[src/vio_pkg.sv]
package vio_pkg;
   // ==========================================================================
   // option register field positions
   localparam int OPT_ROTATE   = 0;   // priority_rotate_select
   localparam int OPT_COMMON   = 1;   // common_vector_select
   localparam int OPT_POLL     = 2;   // poll_select
   localparam int OPT_OUTPOL   = 3;   // output_polarity_bit, held zero
   localparam int OPT_REQPOL   = 4;   // request_polarity_bit, held zero
   localparam int OPT_RSEL_LO  = 5;   // read_select_low
   localparam int OPT_RSEL_HI  = 6;   // read_select_high
   localparam int OPT_ARM      = 7;   // arm_bit
   localparam logic [7:0] OPT_RESET = 8'h20;  // in-service preselected, disarmed
   // ==========================================================================
   // status register field positions
   localparam int ST_ARMED     = 3;
   localparam int ST_POLL      = 4;
   localparam int ST_ROTATE    = 5;
   localparam int ST_GROUP     = 7;
   // ==========================================================================
   // data-port read selection
   localparam logic [1:0] RSEL_REQ  = 2'h0;
   localparam logic [1:0] RSEL_SVC  = 2'h1;
   localparam logic [1:0] RSEL_MASK = 2'h2;
   localparam logic [1:0] RSEL_ACLR = 2'h3;
   // ==========================================================================
   // data-port write targets, chosen by commands
   typedef enum logic [1:0] {
      VIO_WT_MASK = 2'b00,
      VIO_WT_ACLR = 2'b01,
      VIO_WT_VEC  = 2'b10
   } vio_wtgt_t;
   // register reset values
   localparam logic [7:0] MASK_RESET = 8'hFF;
   localparam logic [7:0] ZERO8      = 8'h00;
   // request filter: low samples counted before the next low sample is accepted as a request
   localparam int FILTER_CYCLES = 2;
endpackage

[src/vio_ctrl.sv]
// How it works
// - fixed priority, line 7 highest, 0 lowest
// - rotating circle, last serviced ranks lowest
// - rotating mode blocks all while servicing
// - common vector uses level seven slot
// - poll mode kills output, vectoring, fencing
// - disarmed acts as everything masked
// - active-low request and output, polarity zero
// - status low bits, inverted winning level
// - status top bit, unmasked request pending
// - status bit three mirrors arm state
// - status bits show poll and rotate
// - control read returns status directly
// - acknowledge clears request, sets in-service
// - auto-clear drops in-service within acknowledge
// - fixed fence passes only higher levels
// - per-level auto-clear, no fence raised
// - control writes are commands
// - data read selected by two bits
// - filtered requests latched until cleared
// - acknowledge drives winning level vector
// - zero command resets options and latches, not rotation anchor or write target
`timescale 1ns/1ps
`default_nettype none
module vio_ctrl
   import vio_pkg::*;
#(
   parameter int LEVELS = 8  // bus request lines
) (
   input  wire logic              sys_clk,
   input  wire logic              resetn,
   input  wire logic [LEVELS-1:0] bus_req_n,   // active-low request lines
   input  wire logic              port_rd,     // one-cycle read strobe
   input  wire logic              port_wr,     // one-cycle write strobe
   input  wire logic              port_ctrl,   // 1 control port, 0 data port
   input  wire logic [7:0]        port_wdata,  // write data
   input  wire logic              inta,        // one-cycle acknowledge strobe
   output logic [7:0]             port_rdata,  // read or vector data
   output logic                   port_rvalid, // data valid, one cycle
   output logic                   group_int_n  // active-low group interrupt
);
   // ==========================================================================
   // state
   // option, request, mask, in-service and auto-clear latches also return
   // to their reset values on the zero command; the rest keep their contents
   logic [7:0]  opt_q;        // option_control_reg
   logic [7:0]  req_q;        // request_latch
   logic [7:0]  mask_q;       // level_mask_latch
   logic [7:0]  svc_q;        // in_service_latch
   logic [7:0]  aclr_q;       // auto_clear_select
   logic [7:0]  vec_q [8];    // vector memory, indexed by level
   logic [2:0]  last_q;       // level serviced most recently
   vio_wtgt_t   wtgt_q;       // target of the next data write
   logic [2:0]  vsel_q;       // vector slot chosen for writing
   logic [7:0]  caught;       // filtered request pulses

   // ==========================================================================
   // request filters, one per line
   // each filter passes a single catch pulse, so a line held low after its
   // acknowledge does not request again until it has gone high
   genvar gi;
   generate
      for (gi = 0; gi < LEVELS; gi++) begin : g_flt
         vio_req_filter u_flt (
            .sys_clk (sys_clk),
            .resetn  (resetn),
            .req_n   (bus_req_n[gi]),
            .caught  (caught[gi])
         );
      end
   endgenerate

   // ==========================================================================
   // priority resolution
   logic [7:0] live;       // armed and unmasked requests
   logic       any_live;   // at least one live request
   logic [2:0] win;        // winning level
   logic [2:0] top_svc;    // highest set in-service level
   logic       allow;      // fence or rotation permits the winner
   logic [2:0] rot;        // level under inspection
   logic       rot_hit;    // rotation scan has a winner

   // live requests feed the status code, the acknowledge and the group output,
   // so the arm bit gates them once here rather than at each consumer; a
   // disarmed controller therefore also hides its pending code
   always_comb begin
      // defaults keep every path assigned; win 0 is harmless when nothing is live
      live     = req_q & ~mask_q & {8{opt_q[OPT_ARM]}};
      any_live = |live;
      win      = 3'h0;
      rot_hit  = 1'b0;
      top_svc  = 3'h0;
      rot      = 3'h0;
      if (opt_q[OPT_ROTATE]) begin
         // walk downward from the level just below the last serviced one
         for (int k = 1; k <= 8; k++) begin
            rot = last_q - 3'(k);
            if (!rot_hit && live[rot]) begin
               win     = rot;
               rot_hit = 1'b1;
            end
         end
      end else begin
         // ascending scan, so the last live level found, the highest, wins
         for (int k = 0; k < 8; k++) begin
            if (live[k]) begin
               win = 3'(k);
            end
         end
      end
      // highest in-service level marks the current fence height
      for (int k = 0; k < 8; k++) begin
         if (svc_q[k]) begin
            top_svc = 3'(k);
         end
      end
      // rotation never nests; fixed mode only lets a higher level past
      if (opt_q[OPT_ROTATE]) begin
         allow = (svc_q == ZERO8);
      end else begin
         allow = (svc_q == ZERO8) || (win > top_svc);
      end
   end

   // ==========================================================================
   // command decode
   logic       cmd_wr;   // control-port write
   logic       dat_wr;   // data-port write
   logic       ack;      // acknowledge taken
   logic [2:0] cbit;     // bit field of the command
   logic [7:0] cone;     // one-hot of that bit
   logic [7:0] ack_one;  // one-hot of the acknowledged level

   assign cmd_wr  = port_wr && port_ctrl;
   assign dat_wr  = port_wr && !port_ctrl;
   // polled mode has no acknowledge path at all; a request held back by the
   // fence or by a rotation in service is kept from the processor, so its
   // acknowledge is ignored as well and neither latch moves
   // this keeps the vector bus quiet when software acknowledges blindly
   assign ack     = inta && !opt_q[OPT_POLL] && any_live && allow;
   assign cbit    = port_wdata[2:0];
   assign cone    = 8'h01 << cbit;
   assign ack_one = 8'h01 << win;

   // option register; polarity bits are forced to zero
   always_ff @(posedge sys_clk or negedge resetn) begin
      if (!resetn) begin
         opt_q <= OPT_RESET;
      end else if (cmd_wr) begin
         if (port_wdata == ZERO8) begin
            opt_q <= OPT_RESET;
         end else if (port_wdata[7:5] == 3'b100) begin
            // rotation, common vector and poll load together; the polarity
            // fields are accepted but pinned, since this build only has
            // active-low pins
            opt_q[2:0] <= port_wdata[2:0];
            opt_q[4:3] <= 2'b00;
         end else if (port_wdata[7:4] == 4'b1010) begin
            // read preselect, then the arm field; code 11 is illegal and ignored
            opt_q[6:5] <= port_wdata[3:2];
            if (port_wdata[1:0] == 2'b01) begin
               opt_q[OPT_ARM] <= 1'b1;
            end else if (port_wdata[1:0] == 2'b10) begin
               opt_q[OPT_ARM] <= 1'b0;
            end
         end
      end
   end

   // request latch; a fresh catch beats a clear in the same cycle
   always_ff @(posedge sys_clk or negedge resetn) begin
      if (!resetn) begin
         req_q <= ZERO8;
      end else begin
         logic [7:0] r;
         r = req_q;
         if (cmd_wr) begin
            // clear-all, clear-one, set-all and set-one; set-all is a test aid
            case (port_wdata[7:3])
               5'b00000: r = (port_wdata == ZERO8) ? ZERO8 : r;
               5'b00010: r = ZERO8;
               5'b00011: r = r & ~cone;
               5'b01000: r = ZERO8;
               5'b01001: r = r & ~cone;
               5'b01010: r = 8'hFF;
               5'b01011: r = r | cone;
               default:  r = r;
            endcase
         end
         if (ack) begin
            // the acknowledged level leaves the latch at the same edge
            r = r & ~ack_one;
         end
         req_q <= r | caught;
      end
   end

   // mask latch, from commands and preselected data writes
   always_ff @(posedge sys_clk or negedge resetn) begin
      if (!resetn) begin
         mask_q <= MASK_RESET;
      end else if (cmd_wr) begin
         // the combined clear codes clear the same request latch bits as well
         case (port_wdata[7:3])
            5'b00000: mask_q <= (port_wdata == ZERO8) ? MASK_RESET : mask_q;
            5'b00010: mask_q <= ZERO8;
            5'b00011: mask_q <= mask_q & ~cone;
            5'b00100: mask_q <= ZERO8;
            5'b00101: mask_q <= mask_q & ~cone;
            5'b00110: mask_q <= MASK_RESET;
            5'b00111: mask_q <= mask_q | cone;
            default:  mask_q <= mask_q;
         endcase
      end else if (dat_wr && wtgt_q == VIO_WT_MASK) begin
         // a parallel load only lands when the mask is the write target
         mask_q <= port_wdata;
      end
   end

   // auto-clear select, one bit per level
   always_ff @(posedge sys_clk or negedge resetn) begin
      if (!resetn) begin
         aclr_q <= ZERO8;
      end else if (cmd_wr && port_wdata == ZERO8) begin
         // only the zero command clears it; there is no per-bit command
         aclr_q <= ZERO8;
      end else if (dat_wr && wtgt_q == VIO_WT_ACLR) begin
         aclr_q <= port_wdata;
      end
   end

   // in-service latch; an auto-clear level never sets, so no fence appears
   always_ff @(posedge sys_clk or negedge resetn) begin
      if (!resetn) begin
         svc_q <= ZERO8;
      end else begin
         logic [7:0] s;
         logic [7:0] hi_one;
         s      = svc_q;
         hi_one = 8'h01 << top_svc;
         // clear-all, clear-highest and clear-one; clear-highest can pick the
         // wrong level when auto-clear levels are mixed with fenced ones
         if (cmd_wr) begin
            if (port_wdata == ZERO8 || port_wdata[7:3] == 5'b01110) begin
               s = ZERO8;
            end else if (port_wdata[7:4] == 4'b0110) begin
               s = s & ~hi_one;
            end else if (port_wdata[7:3] == 5'b01111) begin
               s = s & ~cone;
            end
         end
         // auto-clear levels never set, which is how they avoid a fence
         if (ack && !aclr_q[win]) begin
            s = s | ack_one;
         end
         svc_q <= s;
      end
   end

   // rotation anchor and data write target
   always_ff @(posedge sys_clk or negedge resetn) begin
      if (!resetn) begin
         last_q <= 3'h0;
         wtgt_q <= VIO_WT_MASK;
         vsel_q <= 3'h0;
      end else begin
         // the anchor moves only on a real acknowledge, never on a poll
         if (ack) begin
            last_q <= win;
         end
         // the target persists across writes and is not touched by the zero
         // command, so software reselects it after a reset command
         if (cmd_wr) begin
            if (port_wdata[7:4] == 4'b1011) begin
               wtgt_q <= VIO_WT_MASK;
            end else if (port_wdata[7:4] == 4'b1100) begin
               wtgt_q <= VIO_WT_ACLR;
            end else if (port_wdata[7:3] == 5'b11100) begin
               wtgt_q <= VIO_WT_VEC;
               vsel_q <= ~port_wdata[2:0];  // slot code is the inverted level
            end
         end
      end
   end

   // vector memory; contents hold no reset meaning
   // leaving it out of the reset tree saves area, at the price that an
   // unwritten slot answers an acknowledge with unknown data
   always_ff @(posedge sys_clk) begin
      if (dat_wr && wtgt_q == VIO_WT_VEC) begin
         vec_q[vsel_q] <= port_wdata;
      end
   end

   // ==========================================================================
   // status and read port
   logic [7:0] status;  // controller_state_reg
   // the pending code is only meaningful while the top flag is set; the
   // polarity options are never shown because they always read zero
   always_comb begin
      status            = ZERO8;
      status[2:0]       = ~win;
      status[ST_ARMED]  = opt_q[OPT_ARM];
      status[ST_POLL]   = opt_q[OPT_POLL];
      status[ST_ROTATE] = opt_q[OPT_ROTATE];
      status[ST_GROUP]  = any_live;
   end

   // registered answer one cycle after the strobe or acknowledge
   always_ff @(posedge sys_clk or negedge resetn) begin
      if (!resetn) begin
         port_rdata  <= ZERO8;
         port_rvalid <= 1'b0;
      end else begin
         port_rvalid <= port_rd || ack;
         // an acknowledge outranks a read in the same cycle
         if (ack) begin
            // common mode always answers with the level seven slot
            port_rdata <= opt_q[OPT_COMMON] ? vec_q[7] : vec_q[win];
         end else if (port_rd && port_ctrl) begin
            port_rdata <= status;
         end else if (port_rd) begin
            // data reads follow the preselect bits; writes never consult them
            case (opt_q[OPT_RSEL_HI:OPT_RSEL_LO])
               RSEL_REQ:  port_rdata <= req_q;
               RSEL_SVC:  port_rdata <= svc_q;
               RSEL_MASK: port_rdata <= mask_q;
               RSEL_ACLR: port_rdata <= aclr_q;
               default:   port_rdata <= ZERO8;
            endcase
         end
      end
   end

   // group interrupt; registered, inactive high during reset
   // the register adds one cycle of lag, traded for a glitch-free pin
   always_ff @(posedge sys_clk or negedge resetn) begin
      if (!resetn) begin
         group_int_n <= 1'b1;
      end else begin
         group_int_n <= !(any_live && allow && !opt_q[OPT_POLL]);
      end
   end
endmodule
`default_nettype wire

[src/vio_req_filter.sv]
`timescale 1ns/1ps
`default_nettype none
// ============================================================================
// spike filter for one active-low request line; emits a one-cycle catch pulse
module vio_req_filter
   import vio_pkg::*;
#(
   parameter int HOLD = FILTER_CYCLES  // low samples seen before the accepted one
) (
   input  wire logic sys_clk,
   input  wire logic resetn,
   input  wire logic req_n,
   output logic      caught
);
   logic [3:0] run_q;   // consecutive low samples seen
   logic       done_q;  // request already reported for this low stretch

   // count the low stretch; a narrow glitch resets before reaching HOLD
   always_ff @(posedge sys_clk or negedge resetn) begin
      if (!resetn) begin
         run_q  <= 4'h0;
         done_q <= 1'b0;
      end else if (req_n) begin
         run_q  <= 4'h0;
         done_q <= 1'b0;
      end else if (run_q < 4'(HOLD)) begin
         run_q  <= run_q + 4'h1;
      end else begin
         done_q <= 1'b1;
      end
   end

   // pulse once per accepted low stretch, so one-shot and held lines both latch
   assign caught = !req_n && (run_q >= 4'(HOLD)) && !done_q;
endmodule
`default_nettype wire

[config.mk]
export PLATFORM = sky130hd
export DESIGN_NAME = vio_ctrl
export DESIGN_NICKNAME = d
export VERILOG_FILES = /design/src/vio_pkg.sv /design/src/vio_ctrl.sv /design/src/vio_req_filter.sv
export SDC_FILE = /design/constraint.sdc
export NUM_CORES = 1
export LEC_CHECK = 0
export BUFFER_PORTS_ARGS = -buffer_cell sky130_fd_sc_hd__buf_2
export CAP_MARGIN = 15
export CORE_ASPECT_RATIO = 1.1
export CORE_MARGIN = 1.5
export CORE_UTILIZATION = 35
export CTS_CLUSTER_DIAMETER = 100
export CTS_CLUSTER_SIZE = 25
export DETAILED_ROUTE_END_ITERATION = 10
export HOLD_SLACK_MARGIN = 0.05
export PLACE_DENSITY = 0.49
export SLEW_MARGIN = 20
export SYNTH_ARGS = -nofsm -noshare
export SYNTH_HDL_FRONTEND = slang
export SYNTH_SLANG_ARGS = --single-unit
[constraint.sdc]
create_clock -name sys_clk -period 12.7 [get_ports sys_clk]
set_clock_uncertainty 0.05 [all_clocks]
set_input_delay 0 -clock sys_clk [delete_from_list [all_inputs] [get_ports sys_clk]]
set_output_delay 0 -clock sys_clk [all_outputs]
set_load 0.005 [all_outputs]
======== After elaboration in Yosys (flattened, before gate mapping) ========
Memories as Yosys holds them, arrays and structs flattened.
Index checks and enable logic that the tools add are counted.
W data, S select, Z words.
storage, ports and cells
  flip-flop bits (word level) ............. 96
  memories ................................ 1
  input port bits ......................... 22
  RAM bits ................................ 64
  logic and storage cells ................. 345
memories
  memory  depth  width  read ports  clocked after Yosys merged registers in  write ports  line            source
  vec_q   8      8      2           0                                        1            vio_ctrl.sv:51  logic [7:0] vec_q [8];
operators by class
  add/sub/neg operators ................... 15
  equality and inequality tests ........... 36
  mux-type cells .......................... 119
  shifts and indexed selects .............. 3
  bitwise operators ....................... 19
  order comparisons ....................... 26
  reduce and logical (&&, ||, !) cells .... 97
operators by type and width
  operator               count
  $mux W8                18
  $pmux W8 S5            2
  $mux W3                23
  $mux W4                16
  $and A8 B8 Y8          7
  $mux W1                46
  $logic_and A1 B1 Y1    36
  $lt A3 B4 Y1 const B   9
  $add A4 B1 Y4 const B  8
  $ge A4 B2 Y1 const B   8
  $lt A4 B2 Y1 const B   8
  $not A8 Y8             4
  $or A8 B8 Y8           4
  $pmux W8 S4            1
  $eq A5 B4 Y1 const B   6
  $bmux W1 S3            9
  $logic_not A1 Y1       27
  $reduce_bool A2 Y1     12
  $shl A1 B3 Y8 const A  3
  $eq A5 B3 Y1 const B   4
  $ne A2 B2 Y1 const B   9
  $logic_not A8 Y1       2
  $eq A4 B4 Y1 const B   3
  $sub A3 B3 Y3 const B  4
  24 further kinds       46

======== Longest topological paths before layout ========
  word-level depth ........................ 41
  mapped depth ............................ 25
  mapped depth without buffers ............ 19

======== Modules after synthesis ========
From an unflattened synthesis, not the netlist that was laid out.
unflattened totals
  cells, all modules ...................... 882
  area total of the unflattened synthesis .. 9,063.7 µm²
by module, submodules not included
  module                               seq. area each (µm²)  cells each  area each (µm²)  times used
  vio_ctrl                             3,335.7               706         7,183.1          1
  vio_req_filter (g_flt[0].u_flt ...)  125.1                 22          235.2            7
  vio_req_filter (g_flt[7].u_flt)      125.1                 22          234.0            1

======== Least setup slack after synthesis ========
No wires, ideal clock.
  path kind ............................... reg2reg
  from .................................... register last_q[1]
  to ...................................... register svc_q[0]
  clock period less this slack ............ 5,044 ps
  arrival time ............................ 4,917 ps
  path slack .............................. 7,656 ps
  cell stages (with the launch flop) ...... 22
  cells stage by stage .................... dfrtp_1 -> inv_1 -> clkbuf_1 -> ha_1 -> xor2_1 -> mux4_2 -> and3_1 -> and3_4 -> a211o_1 -> a31o_1 -> buf_6 -> buf_6 -> buf_6 -> ha_1 -> a31oi_1 -> o21ai_0 -> a211oi_1 -> nand2_1 -> or2_2 -> clkbuf_1 -> a211o_1 -> o21ai_1
between the ends
  longest elaborated chain between the ends .. 39
  elaborated cells on any way between the ends .. 71
  those cells by class .................... 7 x add/sub; 1 x order compare; 1 x shift; 43 x mux; 1 x bitwise; 18 x reduce/logical
ends and longest elaborated chain
  item                           line             source
  from (decl)                    vio_ctrl.sv:52   logic [2:0] last_q;
  from (signal assigned)         vio_ctrl.sv:269  last_q <= win;
  $sub A3 B1 Y3                  vio_ctrl.sv:97   rot = last_q - 3'(k);
  $bmux W1 S3                    vio_ctrl.sv:98   if (!rot_hit && live[rot]) begin
  $mux W1 (not written as such)  vio_ctrl.sv:98
  $mux W1                        vio_ctrl.sv:98
  $mux W1                        vio_ctrl.sv:94   if (opt_q[OPT_ROTATE]) begin
  $logic_not A1 Y1               vio_ctrl.sv:98
  $logic_and A1 B1 Y1            vio_ctrl.sv:98
  $mux W1                        vio_ctrl.sv:98
  (+23 left out)                 n/a
  $mux W3 (*)                    vio_ctrl.sv:98
  $mux W3 (*)                    vio_ctrl.sv:94
  $gt A3 B3 Y1                   vio_ctrl.sv:121  allow = (svc_q == ZERO8) || (win > top_svc);
  $logic_or A1 B1 Y1             vio_ctrl.sv:121
  $mux W1                        vio_ctrl.sv:118  if (opt_q[OPT_ROTATE]) begin
  $logic_and A1 B1 Y1            vio_ctrl.sv:140  assign ack = inta && !opt_q[OPT_POLL] && any_live && allow;
  $logic_and A1 B1 Y1            vio_ctrl.sv:253  if (ack && !aclr_q[win]) begin
  $mux W8 (*)                    vio_ctrl.sv:253
  to (signal assigned)           vio_ctrl.sv:256  svc_q <= s;
  to (decl)                      vio_ctrl.sv:49   logic [7:0] svc_q;
Mark *: on every way between the ends. The rest lies on a longest branch, timed or not. The select of a mux whose other input is x is not followed.
A chain may end at the register's enable or synchronous reset.

======== Worst setup path in the final report ========
  from .................................... register last_q[0]
  to ...................................... register port_rdata[0]
between the ends
  longest elaborated chain between the ends .. 38
  elaborated cells on any way between the ends .. 70
  those cells by class .................... 7 x add/sub; 1 x order compare; 43 x mux; 1 x bitwise; 17 x reduce/logical; 1 x memory
ends and longest elaborated chain
  item                                                            line             source
  $sub A3 B1 Y3                                                   vio_ctrl.sv:97
  $bmux W1 S3                                                     vio_ctrl.sv:98
  $mux W1 (not written as such)                                   vio_ctrl.sv:98
  $mux W1                                                         vio_ctrl.sv:98
  $mux W1                                                         vio_ctrl.sv:94
  $logic_not A1 Y1                                                vio_ctrl.sv:98
  $logic_and A1 B1 Y1                                             vio_ctrl.sv:98
  $mux W1                                                         vio_ctrl.sv:98
  (+22 left out)                                                  n/a
  $logic_and A1 B1 Y1                                             vio_ctrl.sv:98
  $mux W3 (*)                                                     vio_ctrl.sv:98
  $mux W3 (*)                                                     vio_ctrl.sv:94
  $gt A3 B3 Y1                                                    vio_ctrl.sv:121
  $logic_or A1 B1 Y1                                              vio_ctrl.sv:121
  $mux W1                                                         vio_ctrl.sv:118
  $logic_and A1 B1 Y1                                             vio_ctrl.sv:140
  $reduce_bool A3 Y1 (no line) / $mux W8 (equally long branches)  n/a
  to (signal assigned)                                            vio_ctrl.sv:319  port_rdata <= opt_q[OPT_COMMON] ? vec_q[7] : vec_q[win];
  to (signal assigned)                                            vio_ctrl.sv:321  port_rdata <= status;
  to (signal assigned)                                            vio_ctrl.sv:325  RSEL_REQ: port_rdata <= req_q;
  to (decl)                                                       vio_ctrl.sv:38   output logic [7:0] port_rdata,
Marked as above.

==> summary.txt <==
Floorplan
  – Width of the die: 155.3 um
  – Core box area: 25,190 um^2
  – Site Rows: 61
  – Starting Density: 0.3545
  – Die Y: 170.5 um
  – DIE AREA: 26,480 um^2
  – Io pins: 32

STA
  – RSZ-0062 raised after global routing: false
  – Period utilization: 0.4651
  – Hold Violations, Final: 0
  – Fin Setup TNS: 0 ps
  – Rel. slew slack: 0.4020
  – Slew Limit Fails: 0
  – Final setup viols: 0
  – Worst Max-Slew Pin Slew: 891.6 ps
  – Max Fclk: 169.3 MHz
  – Tmin final: 5906 ps

Cells and area
  – Ant diodes: 0
  – Layout cells sized above 1: 0.1532
  – FF+latch area: 4337 um^2
  – Final cell count without fillers: 1,209
  – Nets: 924
  – Final core utilization: 0.4012
  – Area of the multi-input gates: 4272 um^2
  – FILL cells: 2,500
  – Layout area overhead: 13.17%

Clock tree
  – Clock-pin slew on the worst setup and hold paths: 70 ps
  – Clk_lat worst skew: 440 ps
  – Clock Tree Buf Depth: 2
  – Post-cts sizing count: 0
  – CTS tree: built
  – H-tree Lvls: 4
  – Number of CTS-inserted buffers: 17
  – Root Buffer Master: clkbuf_16
  – CTS sink cnt: 160

Worst setup path
  – Setup crit end: port_rdata[0]$_DFFE_PN0P_
  – Reg2reg path depth: 19
  – Critical Path Fanout Max: 37
  – CP endpoint kind: flip-flop
  – R2r setup slk: 6790 ps
  – Reg2reg start: last_q[0]$_DFFE_PN0P_
  – Worst Path Required: 13,030 ps
  – FF-to-FF End: port_rdata[0]$_DFFE_PN0P_
  – Kind of critical path: reg -> reg
  – Startpoint Class: flip-flop
  – Arrival time at the worst endpoint: 6240 ps
  – Crit. Startpoint: last_q[0]$_DFFE_PN0P_

Synthesis
  – Post-synth top area share: 0.2410
  – Synthesized instance count: 847
  – Number of synthesized flops with an enable pin: 64
  – Seq/Total Area, Yosys: 0.4856
  – Syn Area/Cell: 10.54 um^2
  – Yosys cell types: 77
  – Syn. warnings: 0
  – Synth Flop Type: dfrtp_1
  – Area contributors post-synth: dfrtp_1, edfxtp_1, mux4_2
  – Post-synthesis cell area: 8930 um^2
  – Seq cells post-synth: 160
  – Mapped Nets: 890
  – Asr flop ratio synth: 0.6000
  – Cell taking the most area after synthesis: dfrtp_1

Global route
  – GRT Max-Usage Layer: met2
  – Global routing usage on met2: 0.2878
  – Initial antenna violation count: 0
  – Total Routing Usage GR: 0.1913
  – First-pass GRT wire length: 38.63 mm
  – Vias in the first global route: 6,556
  – Grt total ovfl: 0
  – M1 GR Usage: 0.2840
  – Met3 usage: 0.03166
  – Largest net degree at the start of global routing: 57

Power
  – Clk pwr share: 0.205
  – Pwr Total: 2.433 mW
  – Sequential Power Share: 0.326
  – Leak: 3.889 nW
  – NetSw: 1.036 mW
  – Cell Int Power: 1.396 mW
  – PD cells: 240.7 nW/um^2
  – Comb pwr share: 0.470
  – Maximum VDD drop: 0.1644 mV
  – Switch share: 0.4260

Placed design
  – Port Buffers: 31
  – Placed insts: 1,157
  – HPWL after detailed placement: 16.87 mm
  – Gpl congestion: 0.8698

Routing
  – DR iter-0 viols: 488
  – DRC viols: 0
  – Average routed wire per standard cell: 20.16 um
  – DRT Pass-1 Iters: 5
  – Total number of vias: 6,733
  – DR vias/cell: 5.569
  – Total Wirelength: 24.37 mm
  – Detail Route Antenna Nets: 0

Outcome
  – Status: completed

Job
  – Maxcap violations: 0

Min path
  – Hold path startpoint: port_wdata[4]
  – Worst Hold Class: in -> reg
-- power groups by stage --
stage	logic (mW)	registers [mW]	clock network [mW]
6_report	1.14	0.792	0.498
5_1_grt	1.26	0.809	0.529
4_1_cts	1.14	0.791	0.509
3_5_place_dp	1.13	0.800	0
3_3_place_gp	1.13	0.801	0
2_1_floorplan	0.904	0.727	0
-- what timing repair did --
item | CTS | global route
buffers inserted | 0 | 0
hold endpoints to repair | 152 | 0
hold buffers | 20 | 0
endpoints found under the setup margin | 0 | 0
-- registers in the layout, indices dropped and copies added, names as in the netlist --
signal / cells
g_flt.u_flt.run_q: 32
opt_q: 6
svc_q: 8
mask_q: 8
wtgt_q: 2
vsel_q: 3
aclr_q: 8
req_q: 8
port_rdata: 8
port_rvalid: 1
vec_q: 64
last_q: 3
g_flt.u_flt.done_q: 8
group_int_n: 1
-- cells by family (layout without fill, tap and decap cells) --
| logic type | Yosys count | count (layout) | synth area share |
|---|---|---|---|
| AO/OA/AOI/OAI | 206 | 206 | 0.1482 |
| XOR/XNOR | 13 | 13 | 0.01275 |
| adder cells (fa/ha/maj) | 21 | 21 | 0.02942 |
| buffers and inverters | 76 | 123 | 0.03769 |
| flip-flops | 160 | 160 | 0.4856 |
| multiplexers | 83 | 83 | 0.1234 |
| AND/OR/NAND/NOR | 288 | 288 | 0.1628 |
-- Yosys cell counts, drive strengths merged (11+ instances only) --
library cell,number
nand3,20
nor2b,20
nand2b,18
dfrtp,86
mux4,18
xnor2,11
mux2i,37
o21ai,63
mux2,28
buf,15
clkbuf,29
inv,32
a21oi,47
edfxtp,64
nor2,100
ha,21
nand2,44
nor3,31
-- area by class of cell --
type,count,area share
Sequential cell,160,0.4291
Multi-Input combinational cell,611,0.4227
Clock buffer,17,0.04210
Timing Repair Buffer,59,0.04135
Tap cell,315,0.03900
Clock inverter,15,0.01387
Inverter,32,0.01189
-- stage by stage --
stage               worst slack (ps)  instance area, um^2  hold WS (ps)
finish                          6794                10110         49.81
global route                    6301                10110         67.68
CTS                             6788                10100         52.29
detailed placement              6809                 9334        -31.05
global placement                6885                 9329        -25.92
floorplan                       7656                 8930        -345.6
-- per-layer routing --
metal	vias up	routed length, um
met1	3339	11980
met2	155	10920
li1	3218	-
met4	0	350
met3	21	1122
met5	-	0
-- worst min-delay path by stage --
stage                                          end  slack [ps]  cells after the start
6_report                     vec_q[3][4]$_DFFE_PP_          50                      1
5_1_grt                      vec_q[3][4]$_DFFE_PP_          70                      1
4_1_cts                      vec_q[3][4]$_DFFE_PP_          50                      1
3_5_place_dp   g_flt[7].u_flt.run_q[1]$_DFFE_PN0P_         -30                      1
3_3_place_gp   g_flt[7].u_flt.run_q[1]$_DFFE_PN0P_         -30                      1
2_1_floorplan                aclr_q[0]$_DFFE_PN0P_        -350                      0
-- worst max-delay path, cell delays in order, from the launching register on --
cell,delay [ps]
dfrtp_1,830
inv_2,160
ha_1,280
xnor2_1,360
mux4_2,650
and2_4,210
and3_4,180
o21ai_1,130
a31o_2,170
buf_4,450
ha_1,330
a31oi_1,120
o21ai_0,100
a211oi_1,350
nand2_1,450
nor2_1,370
and2_1,320
nand3_1,110
o21ai_1,80
a2111o_1,110
-- cells in the final DEF, fill, tap and decap left out, types with 18 or more instances in the layout --
cell,synthesis,routed
nor2b_1,20,20
mux2_2,23,23
dfrtp_1,86,86
nand3_1,20,20
inv_1,31,31
edfxtp_1,64,64
mux2i_1,37,37
nor3_1,31,30
o21ai_0,57,57
dlygate4sd3_1,0,20
nand2_1,43,43
ha_1,21,21
a21oi_1,46,46
buf_2,2,30
mux4_2,18,18
nor2_1,100,100
Note: power is estimated with default switching activity, not from simulation.
